**config.mk**
```make
export PLATFORM = sky130hd
export DESIGN_NAME = ddslc_lock_ctrl
export DESIGN_NICKNAME = d
export VERILOG_FILES = /design/src/rtl/ddslc_pkg.sv /design/src/rtl/ddslc_lock_ctrl.sv
export VERILOG_INCLUDE_DIRS = /design/src /design/src/rtl
export SDC_FILE = /design/constraint.sdc
export NUM_CORES = 1
export LEC_CHECK = 0
export ABC_AREA = 1
export BUFFER_PORTS_ARGS = -buffer_cell sky130_fd_sc_hd__clkbuf_2
export CORE_MARGIN = 5
export CORE_UTILIZATION = 59
export CTS_CLUSTER_SIZE = 28
export DETAILED_ROUTE_END_ITERATION = 12
export PLACE_DENSITY = 0.83
export SLEW_MARGIN = 30
export SYNTH_ARGS = -nofsm -noshare
export SYNTH_HDL_FRONTEND = slang
export SYNTH_SLANG_ARGS = --single-unit
```
**constraint.sdc**
```tcl
create_clock -name clk -period 2.1 [get_ports clk]
set_input_delay 0.105 -clock clk [delete_from_list [all_inputs] [get_ports clk]]
set_output_delay 0.105 -clock clk [all_outputs]
set_load 0.02 [all_outputs]
```
**src/rtl/ddslc_regs.svh**
```systemverilog
`ifndef DDSLC_REGS_SVH
`define DDSLC_REGS_SVH
// encoded cells per byte: 8 clock cells plus 8 data cells
`define DDSLC_CELLS_PER_BYTE 16
// bytes skipped after read gate when the delay is not bypassed
`define DDSLC_DELAY_BYTES 2
// bytes of preamble needed before lock is reported
`define DDSLC_LOCK_BYTES 2
// recovered clock to data frequency ratio while acquiring or idle
`define DDSLC_RATIO_IDLE 2
// counter width for cell counts
`define DDSLC_CNT_W 8
`endif

```
**src/rtl/ddslc_pkg.sv**
```systemverilog
`default_nettype none
package ddslc_pkg;
   typedef enum logic [2:0] {
      DDSLC_IDLE,
      DDSLC_DELAY,
      DDSLC_ACQUIRE,
      DDSLC_LOCKED,
      DDSLC_TRACK
   } ddslc_state_e;

   typedef struct packed {
      logic delay_bypass;
      logic preamble_polarity_select;
   } ddslc_cfg_s;

   typedef struct packed {
      logic lock_n;
      logic high_track_rate;
      logic cmp_sel_a;
      logic freq_compare_en;
   } ddslc_stat_s;

   typedef struct packed {
      ddslc_state_e st;
      logic [7:0] cnt;
      logic phase;
      logic lock_n;
      logic read_clk;
      logic read_data;
      logic sync_data;
      logic prev_data;
      logic absent;
   } ddslc_reg_s;
endpackage
`default_nettype wire

```
**src/rtl/ddslc_lock_ctrl.sv**
```systemverilog
// Contract
// bypass input picks immediate or two-byte-delayed lock-on
// controller holds bypass low for hard sectors
// idle loop runs high rate, ratio two
// lock output low after two preamble bytes
// controller loops lock output to commit input
// commit selects low rate and decoded output
// commit moves read clock to data rate
// no preamble: no lock, decode, absent flag
// controller retries read gate after timeout
// polarity input picks zeroes or ones preamble
// external decoder samples raw data on recovered clock
// delayed variant compares frequency until locked
// comparator select follows gate or lock per variant
// controller keeps reference clock running
// encoded data decoded to serial data and clock
// gate release clears lock and restores rates
`include "ddslc_regs.svh"
`default_nettype none
module ddslc_lock_ctrl
   import ddslc_pkg::*;
#(
   parameter int DELAY_BYTES = `DDSLC_DELAY_BYTES,
   parameter int LOCK_BYTES = `DDSLC_LOCK_BYTES,
   parameter bit SEL_ON_GATE = 1'b1
) (
   // clock and control
   input wire logic clk,
   input wire logic rst_n,
   input wire logic clk_en,
   // controller side
   input wire logic read_gate,
   input wire logic lock_commit,
   input wire ddslc_cfg_s cfg,
   // encoded stream, one cell per strobe on the recovered clock
   input wire logic cell_valid,
   input wire logic cell_bit,
   // status
   output var ddslc_stat_s stat,
   output logic [1:0] freq_ratio,
   // data outputs
   output logic sync_data,
   output logic read_clk,
   output logic read_data,
   output logic absent_clock_flag
);
   localparam logic [7:0] DELAY_CELLS = 8'(DELAY_BYTES * `DDSLC_CELLS_PER_BYTE);
   localparam logic [7:0] LOCK_CELLS = 8'(LOCK_BYTES * `DDSLC_CELLS_PER_BYTE);

   ddslc_reg_s cur_ff, nxt_cur;
   logic expect_bit, data_cell, commit_act;

   ////////////////////////////////////////////////////////////////////
   always_comb begin
      // zeroes preamble: clock cells 1, data cells 0; ones preamble the reverse
      expect_bit = cur_ff.phase ^ ~cfg.preamble_polarity_select;
      data_cell = cur_ff.phase;
      commit_act = read_gate && lock_commit;
      nxt_cur = cur_ff;
      if (clk_en) begin
         if (cell_valid) begin
            nxt_cur.phase = ~cur_ff.phase;
            nxt_cur.sync_data = cell_bit;
            // kept in every state so the first clock cell after commit
            // is judged against a real data cell, not a stale reset value
            if (data_cell) begin
               nxt_cur.prev_data = cell_bit;
            end
         end
         case (cur_ff.st)
            DDSLC_IDLE: begin
               nxt_cur.lock_n = 1'b1;
               nxt_cur.cnt = '0;
               if (read_gate) begin
                  nxt_cur.st = cfg.delay_bypass ? DDSLC_ACQUIRE : DDSLC_DELAY;
               end
            end
            DDSLC_DELAY: begin
               // gap bits after the sector pulse are not chased
               if (cell_valid) begin
                  nxt_cur.cnt = cur_ff.cnt + 8'h01;
                  if (cur_ff.cnt == DELAY_CELLS - 8'h01) begin
                     nxt_cur.st = DDSLC_ACQUIRE;
                     nxt_cur.cnt = '0;
                  end
               end
            end
            DDSLC_ACQUIRE: begin
               if (cell_valid) begin
                  if (cell_bit == expect_bit) begin
                     nxt_cur.cnt = cur_ff.cnt + 8'h01;
                     if (cur_ff.cnt == LOCK_CELLS - 8'h01) begin
                        nxt_cur.st = DDSLC_LOCKED;
                        nxt_cur.lock_n = 1'b0;
                     end
                  end else begin
                     // slip one cell so the clock/data phase can realign;
                     // non-preamble data keeps restarting the count
                     nxt_cur.phase = cur_ff.phase;
                     nxt_cur.cnt = '0;
                  end
               end
            end
            DDSLC_LOCKED: begin
               if (lock_commit) begin
                  nxt_cur.st = DDSLC_TRACK;
               end
            end
            DDSLC_TRACK: begin
               if (cell_valid && data_cell) begin
                  nxt_cur.read_data = cell_bit;
               end
            end
            default: nxt_cur.st = DDSLC_IDLE;
         endcase
         // read clock: half reference rate, one period per data cell once tracking
         if (cur_ff.st == DDSLC_TRACK && commit_act) begin
            if (cell_valid) begin
               nxt_cur.read_clk = data_cell;
            end
         end else begin
            nxt_cur.read_clk = ~cur_ff.read_clk;
         end
         // missing clock: clock cell zero right after a zero data cell
         nxt_cur.absent = cur_ff.st == DDSLC_TRACK && cell_valid && !data_cell &&
                          !cell_bit && !cur_ff.prev_data && !cur_ff.read_data;
         if (!read_gate) begin
            nxt_cur.st = DDSLC_IDLE;
            nxt_cur.lock_n = 1'b1;
            nxt_cur.cnt = '0;
            nxt_cur.absent = 1'b0;
         end
      end
   end

   ////////////////////////////////////////////////////////////////////
   always_ff @(posedge clk) begin
      if (!rst_n) begin
         cur_ff <= '{st: DDSLC_IDLE, cnt: 8'h00, phase: 1'b0, lock_n: 1'b1,
                     read_clk: 1'b0, read_data: 1'b0, sync_data: 1'b0,
                     prev_data: 1'b0, absent: 1'b0};
      end else begin
         cur_ff <= nxt_cur;
      end
   end

   ////////////////////////////////////////////////////////////////////
   always_comb begin
      stat.lock_n = cur_ff.lock_n;
      // low rate only once commit is taken inside a read
      stat.high_track_rate = !(commit_act && cur_ff.st == DDSLC_TRACK);
      stat.cmp_sel_a = SEL_ON_GATE ? read_gate : !cur_ff.lock_n;
      // frequency comparison kept alive until the preamble bytes are seen
      stat.freq_compare_en = cur_ff.lock_n;
      freq_ratio = stat.high_track_rate ? 2'(`DDSLC_RATIO_IDLE) : 2'h0;
   end
   assign sync_data = cur_ff.sync_data;
   assign read_clk = cur_ff.read_clk;
   assign read_data = cur_ff.read_data;
   assign absent_clock_flag = cur_ff.absent;
endmodule
`default_nettype wire

```
### Word level (Yosys, flattened, before mapping)

Index checks and enable logic that the tools add are counted.
W data, S select, Z words.

| storage, ports and cells | value |
|---|---|
| flip-flop bits (word level) | 18 |
| latch bits | 0 |
| RAM bits | 0 |
| bits in read-only memories | 0 |
| output and inout port bits | 10 |
| word-level logic and storage cells | 75 |
| memories kept | 0 |

| operators by class | value |
|---|---|
| add/subtract/negate cells | 1 |
| multiply operators | 0 |
| divide/modulo/power cells | 0 |
| order comparisons | 0 |
| equal/unequal tests | 17 |
| shift operators | 0 |
| multiplexer cells | 22 |
| bitwise logic cells | 4 |
| reduce and logical (&&, ||, !) cells | 22 |

Operators by type and width:

| cell | number |
|---|---|
| $mux W11 | 3 |
| $pmux W8 S3 | 1 |
| $ne A3 B3 Y1 const B | 7 |
| $pmux W3 S5 | 1 |
| $mux W13 | 1 |
| $mux W1 | 9 |
| $mux W3 | 3 |
| $add A8 B1 Y8 const B | 1 |
| $eq A8 B5 Y1 const B | 1 |
| $logic_and A1 B1 Y1 | 8 |
| $mux W8 | 1 |
| $reduce_and A8 Y1 | 1 |
| $eq A3 B2 Y1 const B | 2 |
| $reduce_and A2 Y1 | 3 |
| $reduce_and A3 Y1 | 2 |
| $logic_not A1 Y1 | 5 |
| $reduce_and A5 Y1 | 1 |
| $mux W2 | 2 |
| $ne A2 B2 Y1 const B | 2 |
| $ne A4 B1 Y1 const B | 1 |
| $reduce_and A4 Y1 | 1 |
| $eq A3 B1 Y1 const B | 1 |
| $eq A3 B3 Y1 const B | 1 |
| $logic_not A3 Y1 | 1 |
| other kinds (5) | 7 |

### Longest topological paths before layout

Gate-level depths: netlist of the first run.

| depth | value |
|---|---|
| depth after elaboration | 7 |
| gate-level depth with buffers | 11 |

### Least setup slack after synthesis of the first run

OpenSTA, ideal clock, no wires.

| timing path | value |
|---|---|
| path kind | register -> register |
| start point | reg cur_ff[7] (netlist name) |
| end point | reg cur_ff[8] (netlist name) |
| data arrival time | 1.262 ns |
| required time | 1.984 ns |
| setup slack | 0.722 ns |
| stages on the path, launching flop included | 11 |
| path buffers | 0 |
| period minus slack after synthesis | 1.378 ns |
| cell sequence | dfxtp_1 ha_1 nand2_1 nor2_2 nand2_1 nand2_1 nand2_1 nand2_1 nand2_1 nand2_1 nor2_1 |

| between the ends | value |
|---|---|
| longest elaborated chain between the ends | 5 |

Ends and longest elaborated chain:

| item | line | RTL |
|---|---|---|
| start, declared | ddslc_lock_ctrl.sv:50 | `ddslc_reg_s cur_ff, nxt_cur;` |
| start signal, assigned | ddslc_lock_ctrl.sv:139 | `cur_ff <= '{st: DDSLC_IDLE, cnt: 8'h00, phase: 1'b0, lock_n: 1'b1,` |
| start signal, assigned | ddslc_lock_ctrl.sv:143 | `cur_ff <= nxt_cur;` |
| $add A8 B1 Y8 or $eq A8 B5 Y1 (tied branches) | ddslc_lock_ctrl.sv:81, ddslc_lock_ctrl.sv:91, ddslc_lock_ctrl.sv:82 |  |
| $mux W8 or $mux W11 (tied branches) | ddslc_lock_ctrl.sv:90, ddslc_lock_ctrl.sv:82 |  |
| $mux W13 or $mux W11 (tied branches) | ddslc_lock_ctrl.sv:89, ddslc_lock_ctrl.sv:80 |  |
| $pmux W8 S3 * | ddslc_lock_ctrl.sv:70 | `case (cur_ff.st)` |
| $mux W11 * | ddslc_lock_ctrl.sv:127 | `if (!read_gate) begin` |

Mark *: on every way between the ends. The rest lies on a longest branch, timed or not. The select of a mux whose other input is x is not followed.
A chain may end at the register's enable or synchronous reset.

### Final worst setup path of the first run

| timing path | value |
|---|---|
| start point | reg cur_ff[7] (netlist name) |
| end point | reg cur_ff[13] (netlist name) |

The elaborated chain is that of the path after synthesis.

==> results.json, run 1 <==
{
  "status": "finished clean",
  "ff2ff_setup_slack_ns": 0.50,
  "numPortBuffers": 17,
  "arrival_ns": 1.80,
  "internal_power_uw": 542,
  "drc": 0,
  "clock.fmax_mhz": 625,
  "synth_top_family_by_area": "simple AND/OR/NAND/NOR gates",
  "clk_path_buf_depth": 2,
  "gr-total-overflow": 0,
  "cts_setup_buffers": 0,
  "synth.net_count": 206,
  "dpl.cell_count": 232,
  "vdd_drop_max_uv": 384,
  "cts_tree": "done",
  "grt_max_degree": 16,
  "vias": 1251,
  "crit_start": "cur_ff[7]$_SDFFE_PN0P_",
  "post_cts_resized": 0,
  "cap_violations": 0,
  "clkPwrFrac": 0.264,
  "yosys.area_share.simple": 0.451,
  "dr.pass1.iters": 4,
  "syn_area_um2": 1180,
  "synthAdderAreaFrac": 0.0106,
  "powerDensity_nw_per_um2": 657,
  "gp_congestion": 0.973,
  "htree_num_levels": 1,
  "dpl.hpwl_um": 2090,
  "final_cell_mix": "62 x nand2_1, 29 x nor2_1, 22 x inv_1, 18 x dfxtp_1",
  "p_comb_frac": 0.274,
  "clk_latency_ns": 0.31,
  "period_share": 0.762,
  "reg2reg_from": "cur_ff[7]$_SDFFE_PN0P_",
  "start_util": 0.610,
  "switching_share": 0.353,
  "nFillCells": 198,
  "critPathKind": "reg2reg",
  "drv_slew": 0,
  "num_rows": 16,
  "drt_iter0_drc": 21,
  "reg2reg_depth": 10,
  "die_area_um2": 3000,
  "muxShareOfSynthArea": 0,
  "setup_ws_ns": 0.500,
  "yosysWarnings": 0,
  "min_path_type": "in2reg",
  "fin_hold_ws_ns": 0.0592,
  "track_usage": 0.208,
  "antenna_found_initial": 0,
  "clk_pin_slew_ns": 0.11,
  "post_drt_wl_per_cell_um": 11.3,
  "hold_start": "cell_bit",
  "wirelength_um": 2660,
  "cts_sinks": 18,
  "die_y_um": 54.8,
  "io_pins": 19,
  "crit_path_start_kind": "flop",
  "tns_ns": 0,
  "nets": 220,
  "diodes": 0,
  "core_area_um2": 1940,
  "cp_max_fo": 5,
  "seqPwrFrac": 0.462,
  "numCtsBuffers": 3,
  "postRouteAntennaNets": 0,
  "layout-drive-gt1-share": 0.163,
  "yosysSeqAreaShare": 0.304,
  "grt_pass1_vias": 1145,
  "clock-root-buffer": "clkbuf_4",
  "total_leakage_power_nw": 0.636,
  "die_w_um": 54.8,
  "switchingPower_uw": 296,
  "cp-end-kind": "flop",
  "syn_to_final_growth_pct": 7.72,
  "pre_cts_ws_ns": 0.528,
  "fin_crit_ns": 1.60,
  "rsz0062_at_grt": "no",
  "ctsHoldBuffers": 0,
  "grt_pass1_wl_um": 4570,
  "hold_viol_final": 0,
  "final_common_cell": "nand2_1",
  "min_path_cells": 3,
  "holdPathEnd": "cur_ff[1]$_SDFFE_PN0P_",
  "final_cells": 236,
  "finClkSkew_ns": 0.00895,
  "reg2reg_to": "cur_ff[13]$_SDFFE_PN0P_",
  "vias_per_cell": 5.30,
  "synthCells": 196,
  "synthXorXnorAreaFrac": 0,
  "postSynthAreaPerCell_um2": 6.04,
  "setup_viol": 0,
  "synthDistinctLibCells": 25,
  "required_ns": 2.30,
  "synth_compound_area_frac": 0.0973,
  "ys_ff_latch": 18
}
cell type report:
class / instances / area, µm² / share of cell area
inverter: 25 / 93.8 / 0.0736
timing repair buffer: 17 / 85.1 / 0.0667
sequential: 18 / 360 / 0.283
multi-input combinational: 145 / 666 / 0.522
clock buffer: 4 / 36.3 / 0.0285
tap: 27 / 33.8 / 0.0265
power groups by stage:
stage	registers, mW	logic [mW]	clock network (mW)
after floorplan	0.393	0.183	0
after global placement	0.393	0.218	0
after detailed placement	0.394	0.228	0
after CTS	0.387	0.229	0.223
after global routing	0.393	0.259	0.236
final	0.387	0.230	0.221
through the flow:
step                power, mW  area, µm²   util
CTS                     0.839       1270  0.657
finish                  0.838       1270  0.657
global route            0.888       1270  0.657
detailed placement      0.622       1240  0.638
floorplan               0.576       1180      -
global placement        0.611       1240  0.638
flip-flops by register name (all words and copies together), names as in the netlist:
name,count
stat,1
absent_clock_flag,1
read_data,1
read_clk,1
cur_ff,12
data_cell,1
sync_data,1
worst max-delay path by stage:
stage / end / slack, ns
final: cur_ff[13]$_SDFFE_PN0P_ / 0.50
after floorplan: cur_ff[8]$_SDFFE_PN0P_ / 0.72
after global routing: cur_ff[13]$_SDFFE_PN0P_ / 0.30
after global placement: cur_ff[8]$_SDFFE_PN0P_ / 0.60
after detailed placement: cur_ff[8]$_SDFFE_PN0P_ / 0.53
after CTS: cur_ff[13]$_SDFFE_PN0P_ / 0.49
cell usage after synthesis:
| cell type | instances | area [µm²] |
|---|---|---|
| a21o_2 | 1 | 8.76 |
| dfxtp_1 | 18 | 360 |
| nor3_1 | 2 | 10.0 |
| nand2_2 | 2 | 12.5 |
| nor2_1 | 29 | 109 |
| a211oi_1 | 1 | 7.51 |
| nand4_1 | 3 | 18.8 |
| inv_1 | 22 | 82.6 |
| nor2_2 | 2 | 12.5 |
| nand3_1 | 17 | 85.1 |
| a31oi_1 | 1 | 6.26 |
| or2_2 | 1 | 6.26 |
| inv_2 | 3 | 11.3 |
| o211ai_1 | 1 | 7.51 |
| a21oi_1 | 8 | 40.0 |
| nor2_4 | 1 | 11.3 |
| o211a_1 | 1 | 10.0 |
| conb_1 | 1 | 3.75 |
| nor4_1 | 1 | 6.26 |
| o21ai_0 | 7 | 35.0 |
| nand3_2 | 3 | 30.0 |
| buf_4 | 7 | 52.6 |
| buf_6 | 1 | 11.3 |
| nand2_1 | 62 | 233 |
| ha_1 | 1 | 12.5 |
kinds of logic (layout without fill, tap and decap cells):
kind of cell    count (synthesis)  count (layout)
compound gates                 20              20
fa+ha+maj                       1               1
buf+inv                        33              46
flops                          18              18
other cells                     1               1
simple gates                  123             123
layer usage:
layer / GRT usage / part of all wire / vias up
li1: - / - / 637
met1: 0.225 / 0.40 / 574
met2: 0.390 / 0.53 / 35
met3: 0.0272 / 0.054 / 5
met4: 0.0954 / 0.015 / 0
met5: 0 / 0 / -
worst max-delay path: stages (launching register included):
cell	delay (ns)
dfxtp_1	0.37
ha_1	0.22
nand2_1	0.10
nor2_2	0.22
nand2_1	0.10
nand2_1	0.07
nand2_1	0.08
nand2_1	0.07
nand2_1	0.09
nand2_1	0.12
nor2_1	0.05
Power figures use the tool's default switching activity.
==> run 2: changes to the inputs <==
--- a/config.mk
+++ b/config.mk
@@ -9,10 +9,10 @@
 export ABC_AREA = 1
 export BUFFER_PORTS_ARGS = -buffer_cell sky130_fd_sc_hd__clkbuf_2
 export CORE_MARGIN = 5
-export CORE_UTILIZATION = 59
+export CORE_UTILIZATION = 50
 export CTS_CLUSTER_SIZE = 28
 export DETAILED_ROUTE_END_ITERATION = 12
-export PLACE_DENSITY = 0.83
+export PLACE_DENSITY = 0.75
 export SLEW_MARGIN = 30
 export SYNTH_ARGS = -nofsm -noshare
 export SYNTH_HDL_FRONTEND = slang
==> constraint.sdc (replaced) <==
create_clock -name clk -period 1.3 [get_ports clk]
set_input_delay 0.065 -clock clk [delete_from_list [all_inputs] [get_ports clk]]
set_output_delay 0.065 -clock clk [all_outputs]
set_load 0.02 [all_outputs]
==> run 2 against run 1 <==
  * Clock skew grew 0.0013 ns
  * Cell count rose by 17%
  * Largest cell class unchanged
  * Maximum frequency up 5.8%
  * Register-to-register slack worse by 0.71 ns
  * The run now ends with setup timing left
  * Flip-flop and latch count stayed put
  * Critical endpoint is now cur_ff[12]$_SDFFE_PN0P_
  * Critical path depth unchanged
  * Via count grew 26%
  * Setup slack got worse by 0.71 ns
==> results.json, run 2 (synthesis gave the netlist of run 1 again) <==
{
  "drc": 0,
  "antenna_found_initial": 0,
  "die_area_um2": 3440,
  "syn_to_final_growth_pct": 57.7,
  "clk_latency_ns": 0.31,
  "violations": "setup timing",
  "vias_per_cell": 5.69,
  "setup_viol": 16,
  "cap_violations": 0,
  "htree_num_levels": 1,
  "critPathKind": "reg2reg",
  "setup_ws_ns": -0.212,
  "pre_cts_ws_ns": -0.185,
  "path_common_cell": "nand2_1",
  "crit_path_start_kind": "flop",
  "period_share": 1.16,
  "nets": 260,
  "fin_hold_ws_ns": 0.0390,
  "cpPeakStageDelay_ns": 0.40,
  "total_leakage_power_nw": 0.894,
  "core_area_um2": 2230,
  "gr-total-overflow": 0,
  "final_cell_mix": "50 x nand2_1, 30 x buf_4, 23 x nor2_1, 19 x inv_1, 15 x clkbuf_2",
  "clock.fmax_mhz": 662,
  "die_w_um": 58.7,
  "status": "complete, but fails checks",
  "dpl.hpwl_um": 2410,
  "post_drt_wl_per_cell_um": 15.6,
  "required_ns": 1.55,
  "arrival_ns": 1.76,
  "cp_max_fo": 6,
  "clk_path_buf_depth": 2,
  "min_path_cells": 3,
  "reg2reg_to": "cur_ff[12]$_SDFFE_PN0P_",
  "top_register": "cur_ff",
  "dpl.cell_count": 258,
  "crit_start": "cur_ff[17]$_SDFFE_PN0P_",
  "min_path_type": "in2reg",
  "diodes": 0,
  "finClkSkew_ns": 0.0102,
  "path_cells": "nor2_4, nor2_1, nand2_1, nand2_2, nor2_4, clkbuf_16, nand3_1, nand2_1, nand2_1, nor2_1",
  "drt_iter0_drc": 96,
  "clk_pin_slew_ns": 0.12,
  "track_usage": 0.220,
  "ff2ff_setup_slack_ns": -0.21,
  "numCtsBuffers": 3,
  "io_pins": 19,
  "powerDensity_nw_per_um2": 989,
  "cts_tree": "done",
  "seqCellArea_um2": 375,
  "start_util": 0.530,
  "grt_max_degree": 14,
  "layout-drive-gt1-share": 0.474,
  "dr.pass1.iters": 6,
  "clock-root-buffer": "clkbuf_4",
  "drv_slew": 0,
  "reg2reg_from": "cur_ff[17]$_SDFFE_PN0P_",
  "final_cells": 277,
  "numPortBuffers": 17,
  "num_rows": 17,
  "final_common_cell": "nand2_1",
  "hold_viol_final": 0,
  "cp-end-kind": "flop",
  "rsz0062_at_grt": "yes",
  "wirelength_um": 4310,
  "holdPathEnd": "cur_ff[1]$_SDFFE_PN0P_",
  "grt_pass1_vias": 1358,
  "reg2reg_depth": 10,
  "postRouteAntennaNets": 0,
  "fin_crit_ns": 1.51,
  "largest_reg_flops": 12,
  "gp_congestion": 0.954,
  "grt_pass1_wl_um": 5900,
  "die_y_um": 58.7,
  "vdd_drop_max_uv": 707,
  "postLayoutCoreUtil": 0.836,
  "nFillCells": 125,
  "multiInputGateArea_um2": 853,
  "vias": 1576,
  "slowest_stage": "dfxtp_4",
  "cts_sinks": 18,
  "hold_start": "cell_bit"
}
==> run 2: worst max path at each step <==
stage	end	slack [ns]	cells past startpoint
floorplan	cur_ff[8]$_SDFFE_PN0P_	0.004	9
global placement	cur_ff[8]$_SDFFE_PN0P_	-0.1	8
detailed placement	cur_ff[8]$_SDFFE_PN0P_	-0.18	7
CTS	cur_ff[8]$_SDFFE_PN0P_	-0.14	9
global route	cur_ff[12]$_SDFFE_PN0P_	-0.30	10
finish	cur_ff[12]$_SDFFE_PN0P_	-0.21	10
==> run 2: critical path, delay by kind of cell, from the launching register on <==
family,cells,cell delay [ns]
buf+inv,1,0.17
flops,1,0.40
simple gates,9,0.88
==> run 2: what timing repair did <==
| item | CTS | global route |
|---|---|---|
| cloned | 0 | 1 |
| resized for setup | 35 | 39 |
| setup buffers | 14 | 3 |
| endpoints found under the setup margin | 15 | 17 |
| pin swaps | 10 | 20 |
| hold buffers | 0 | 0 |
==> run 2: report_power, final <==
group	total [mW]	switching [mW]	internal, mW	leakage [nW]
Sequential	0.641	0.0499	0.591	0.150
Clock	0.377	0.206	0.171	0.0210
Combinational	0.829	0.434	0.395	0.723
==> run 2: metrics by stage <==
step | power (mW) | TNS [ns] | cell area, µm²
3_3_place_gp | 1.10 | -0.666 | 1440
3_5_place_dp | 1.11 | -1.24 | 1440
5_1_grt | 1.94 | -3.03 | 1870
6_report | 1.85 | -1.70 | 1870
4_1_cts | 1.65 | -1.00 | 1700
2_1_floorplan | 0.933 | 0 | 1200
==> run 2: final cells by class <==
| class | count | area share |
|---|---|---|
| clock buffer | 4 | 0.0194 |
| inverter | 25 | 0.0543 |
| multi-input combinational | 145 | 0.457 |
| sequential | 18 | 0.201 |
| tap | 28 | 0.0188 |
| timing repair buffer | 57 | 0.249 |
==> run 2: metal layers <==
| metal | wire length, µm | vias up | share of wire | track usage |
|---|---|---|---|---|
| li1 | - | 724 | - | - |
| met1 | 1610 | 739 | 0.37 | 0.254 |
| met2 | 2200 | 86 | 0.51 | 0.404 |
| met3 | 296 | 27 | 0.069 | 0.0307 |
| met4 | 199 | 0 | 0.046 | 0.0874 |
| met5 | 0 | - | 0 | 0 |
==> run 3: changes to the inputs <==
--- a/config.mk
+++ b/config.mk
@@ -8,6 +8,7 @@
 export LEC_CHECK = 0
 export ABC_AREA = 1
 export BUFFER_PORTS_ARGS = -buffer_cell sky130_fd_sc_hd__clkbuf_2
+export CORE_ASPECT_RATIO = 1.5
 export CORE_MARGIN = 5
 export CORE_UTILIZATION = 50
 export CTS_CLUSTER_SIZE = 28
==> run 3 against run 2 <==
  * The run still ends with setup timing left
  * Register-to-register slack better by 0.03 ns
  * Sequential power about the same
  * Cell count down 6.5%
  * Die area up 0.58%
  * Critical path depth down 2
  * Worst hold slack got worse by 0.021 ns
  * Global-route usage shrank 1.3 points
  * Setup slack gained 0.033 ns
  * Critical endpoint is now cur_ff[8]$_SDFFE_PN0P_
  * Largest cell class unchanged
==> results.json, run 3 (synthesis gave the netlist of run 1 again) <==
{
  "wirelength_um": 3750,
  "period_share": 1.14,
  "start_util": 0.524,
  "crit_buf_inv": 1,
  "gr-total-overflow": 0,
  "clk_latency_ns": 0.31,
  "nFillCells": 179,
  "core_area_um2": 2260,
  "crit_path_start_kind": "flop",
  "gp_congestion": 0.948,
  "largest_reg_flops": 12,
  "diodes": 0,
  "cp_max_fo": 6,
  "dpl.hpwl_um": 2490,
  "numPortBuffers": 17,
  "io_pins": 19,
  "fin_hold_ws_ns": 0.0178,
  "final_cell_mix": "50 x nand2_1, 24 x nor2_1, 22 x buf_4, 19 x inv_1, 16 x clkbuf_2",
  "crit_start": "cur_ff[16]$_SDFFE_PN0P_",
  "final_cells": 259,
  "nets": 248,
  "slowest_stage": "dfxtp_4",
  "placed_area_um2": 1400,
  "multiInputGateArea_um2": 805,
  "top_register": "cur_ff",
  "drt_iter0_drc": 80,
  "vias": 1415,
  "required_ns": 1.50,
  "violations": "setup timing",
  "clock-root-buffer": "clkbuf_4",
  "p_comb_frac": 0.421,
  "die_y_um": 69.6,
  "dpl.cell_count": 249,
  "seqCellArea_um2": 375,
  "hold_start": "cell_bit",
  "stdcell_area_um2": 1680,
  "numCtsBuffers": 3,
  "clk_path_buf_depth": 2,
  "finClkSkew_ns": 0.0131,
  "internal_power_mw": 1.00,
  "die_w_um": 49.7,
  "clkPwrFrac": 0.181,
  "path_common_cell": "nor2_4",
  "grt_max_degree": 14,
  "antenna_found_initial": 0,
  "powerDensity_nw_per_um2": 960,
  "crit_family": "simple AND/OR/NAND/NOR gates",
  "clock.fmax_mhz": 676,
  "cts_sinks": 18,
  "htree_num_levels": 1,
  "fin_crit_ns": 1.48,
  "rsz0062_at_grt": "yes",
  "grt_pass1_vias": 1392,
  "cp-end-kind": "flop",
  "clk_pin_slew_ns": 0.11,
  "die_area_um2": 3460,
  "reg2reg_from": "cur_ff[16]$_SDFFE_PN0P_",
  "vias_per_cell": 5.46,
  "dr.pass1.iters": 4,
  "cpPeakStageDelay_ns": 0.39,
  "cts_tree": "done",
  "layout-drive-gt1-share": 0.419,
  "ctsHoldBuffers": 0,
  "post_drt_wl_per_cell_um": 14.5,
  "seqPwrFrac": 0.397,
  "syn_to_final_growth_pct": 41.6,
  "final_common_cell": "nand2_1",
  "switchingPower_uw": 607,
  "status": "complete, but fails checks",
  "cap_violations": 0,
  "critPathKind": "reg2reg",
  "num_rows": 21,
  "setup_ws_ns": -0.179,
  "drc": 0,
  "setup_viol": 12,
  "postRouteAntennaNets": 0,
  "arrival_ns": 1.68,
  "total_leakage_power_nw": 0.818,
  "hold_viol_final": 0,
  "switching_share": 0.377,
  "drv_slew": 0,
  "min_path_type": "in2reg",
  "track_usage": 0.207,
  "path_cells": "nor2_4, nand3_2, nand2_2, nor2_4, clkbuf_16, or2_4, o21ai_1, nor2_1",
  "vdd_drop_max_uv": 590,
  "grt_pass1_wl_um": 5720
}
==> run 3: routing by layer <==
metal,wire length [µm],part of all wire,vias to the layer above,GRT usage
met1,1270,0.34,634,0.200
met3,222,0.059,16,0.0344
li1,-,-,693,-
met4,104,0.028,0,0.111
met2,2150,0.57,72,0.391
met5,0,0,-,0
==> run 3: power by group through the flow <==
stage	combinational (mW)	clock, mW	sequential [mW]
2_1_floorplan	0.296	0	0.637
3_3_place_gp	0.445	0	0.630
3_5_place_dp	0.459	0	0.633
4_1_cts	0.568	0.288	0.633
5_1_grt	0.735	0.331	0.645
6_report	0.678	0.292	0.640
==> run 3: final cells by class <==
| type | instances | share of cell area |
|---|---|---|
| flip-flops and latches | 18 | 0.224 |
| multi-input cells | 145 | 0.480 |
| clock buffers | 3 | 0.0134 |
| inverters | 25 | 0.0575 |
| repair buffers | 45 | 0.208 |
| well taps | 23 | 0.0172 |
==> run 3: worst reg2reg max path, stage by stage (launching register included) <==
cell       delay [ns]
dfxtp_4          0.39
nor2_4           0.18
nand3_2          0.11
nand2_2          0.14
nor2_4           0.07
clkbuf_16        0.15
or2_4            0.21
o21ai_1          0.07
nor2_1           0.05
==> run 3: per-stage QoR <==
| stage | utilization | worst slack, ns | setup TNS, ns | power [mW] |
|---|---|---|---|---|
| 2_1_floorplan | - | 0.00371 | 0 | 0.933 |
| 3_3_place_gp | 0.621 | -0.122 | -0.592 | 1.07 |
| 3_5_place_dp | 0.621 | -0.182 | -1.04 | 1.09 |
| 4_1_cts | 0.697 | -0.123 | -0.557 | 1.49 |
| 5_1_grt | 0.742 | -0.241 | -2.45 | 1.71 |
| 6_report | 0.742 | -0.179 | -0.930 | 1.61 |
==> run 3: worst paths after layout <==
path | end | slack (ns) | cells after the start
worst max-delay path | cur_ff[8]$_SDFFE_PN0P_ | -0.18 | 8
worst min-delay path | cur_ff[1]$_SDFFE_PN0P_ | 0.02 | 3
worst max register to register | cur_ff[8]$_SDFFE_PN0P_ | -0.18 | 8
worst min register to register | absent_clock_flag$_SDFFE_PN0P_ | 0.47 | 2
==> run 3: what timing repair did <==
action,4_1_cts,5_1_grt
setup buffers,4,2
resized for setup,34,22
gates cloned,0,1
endpoints found under the setup margin,13,17
endpoints found under the hold margin,0,0
pin swaps,7,18
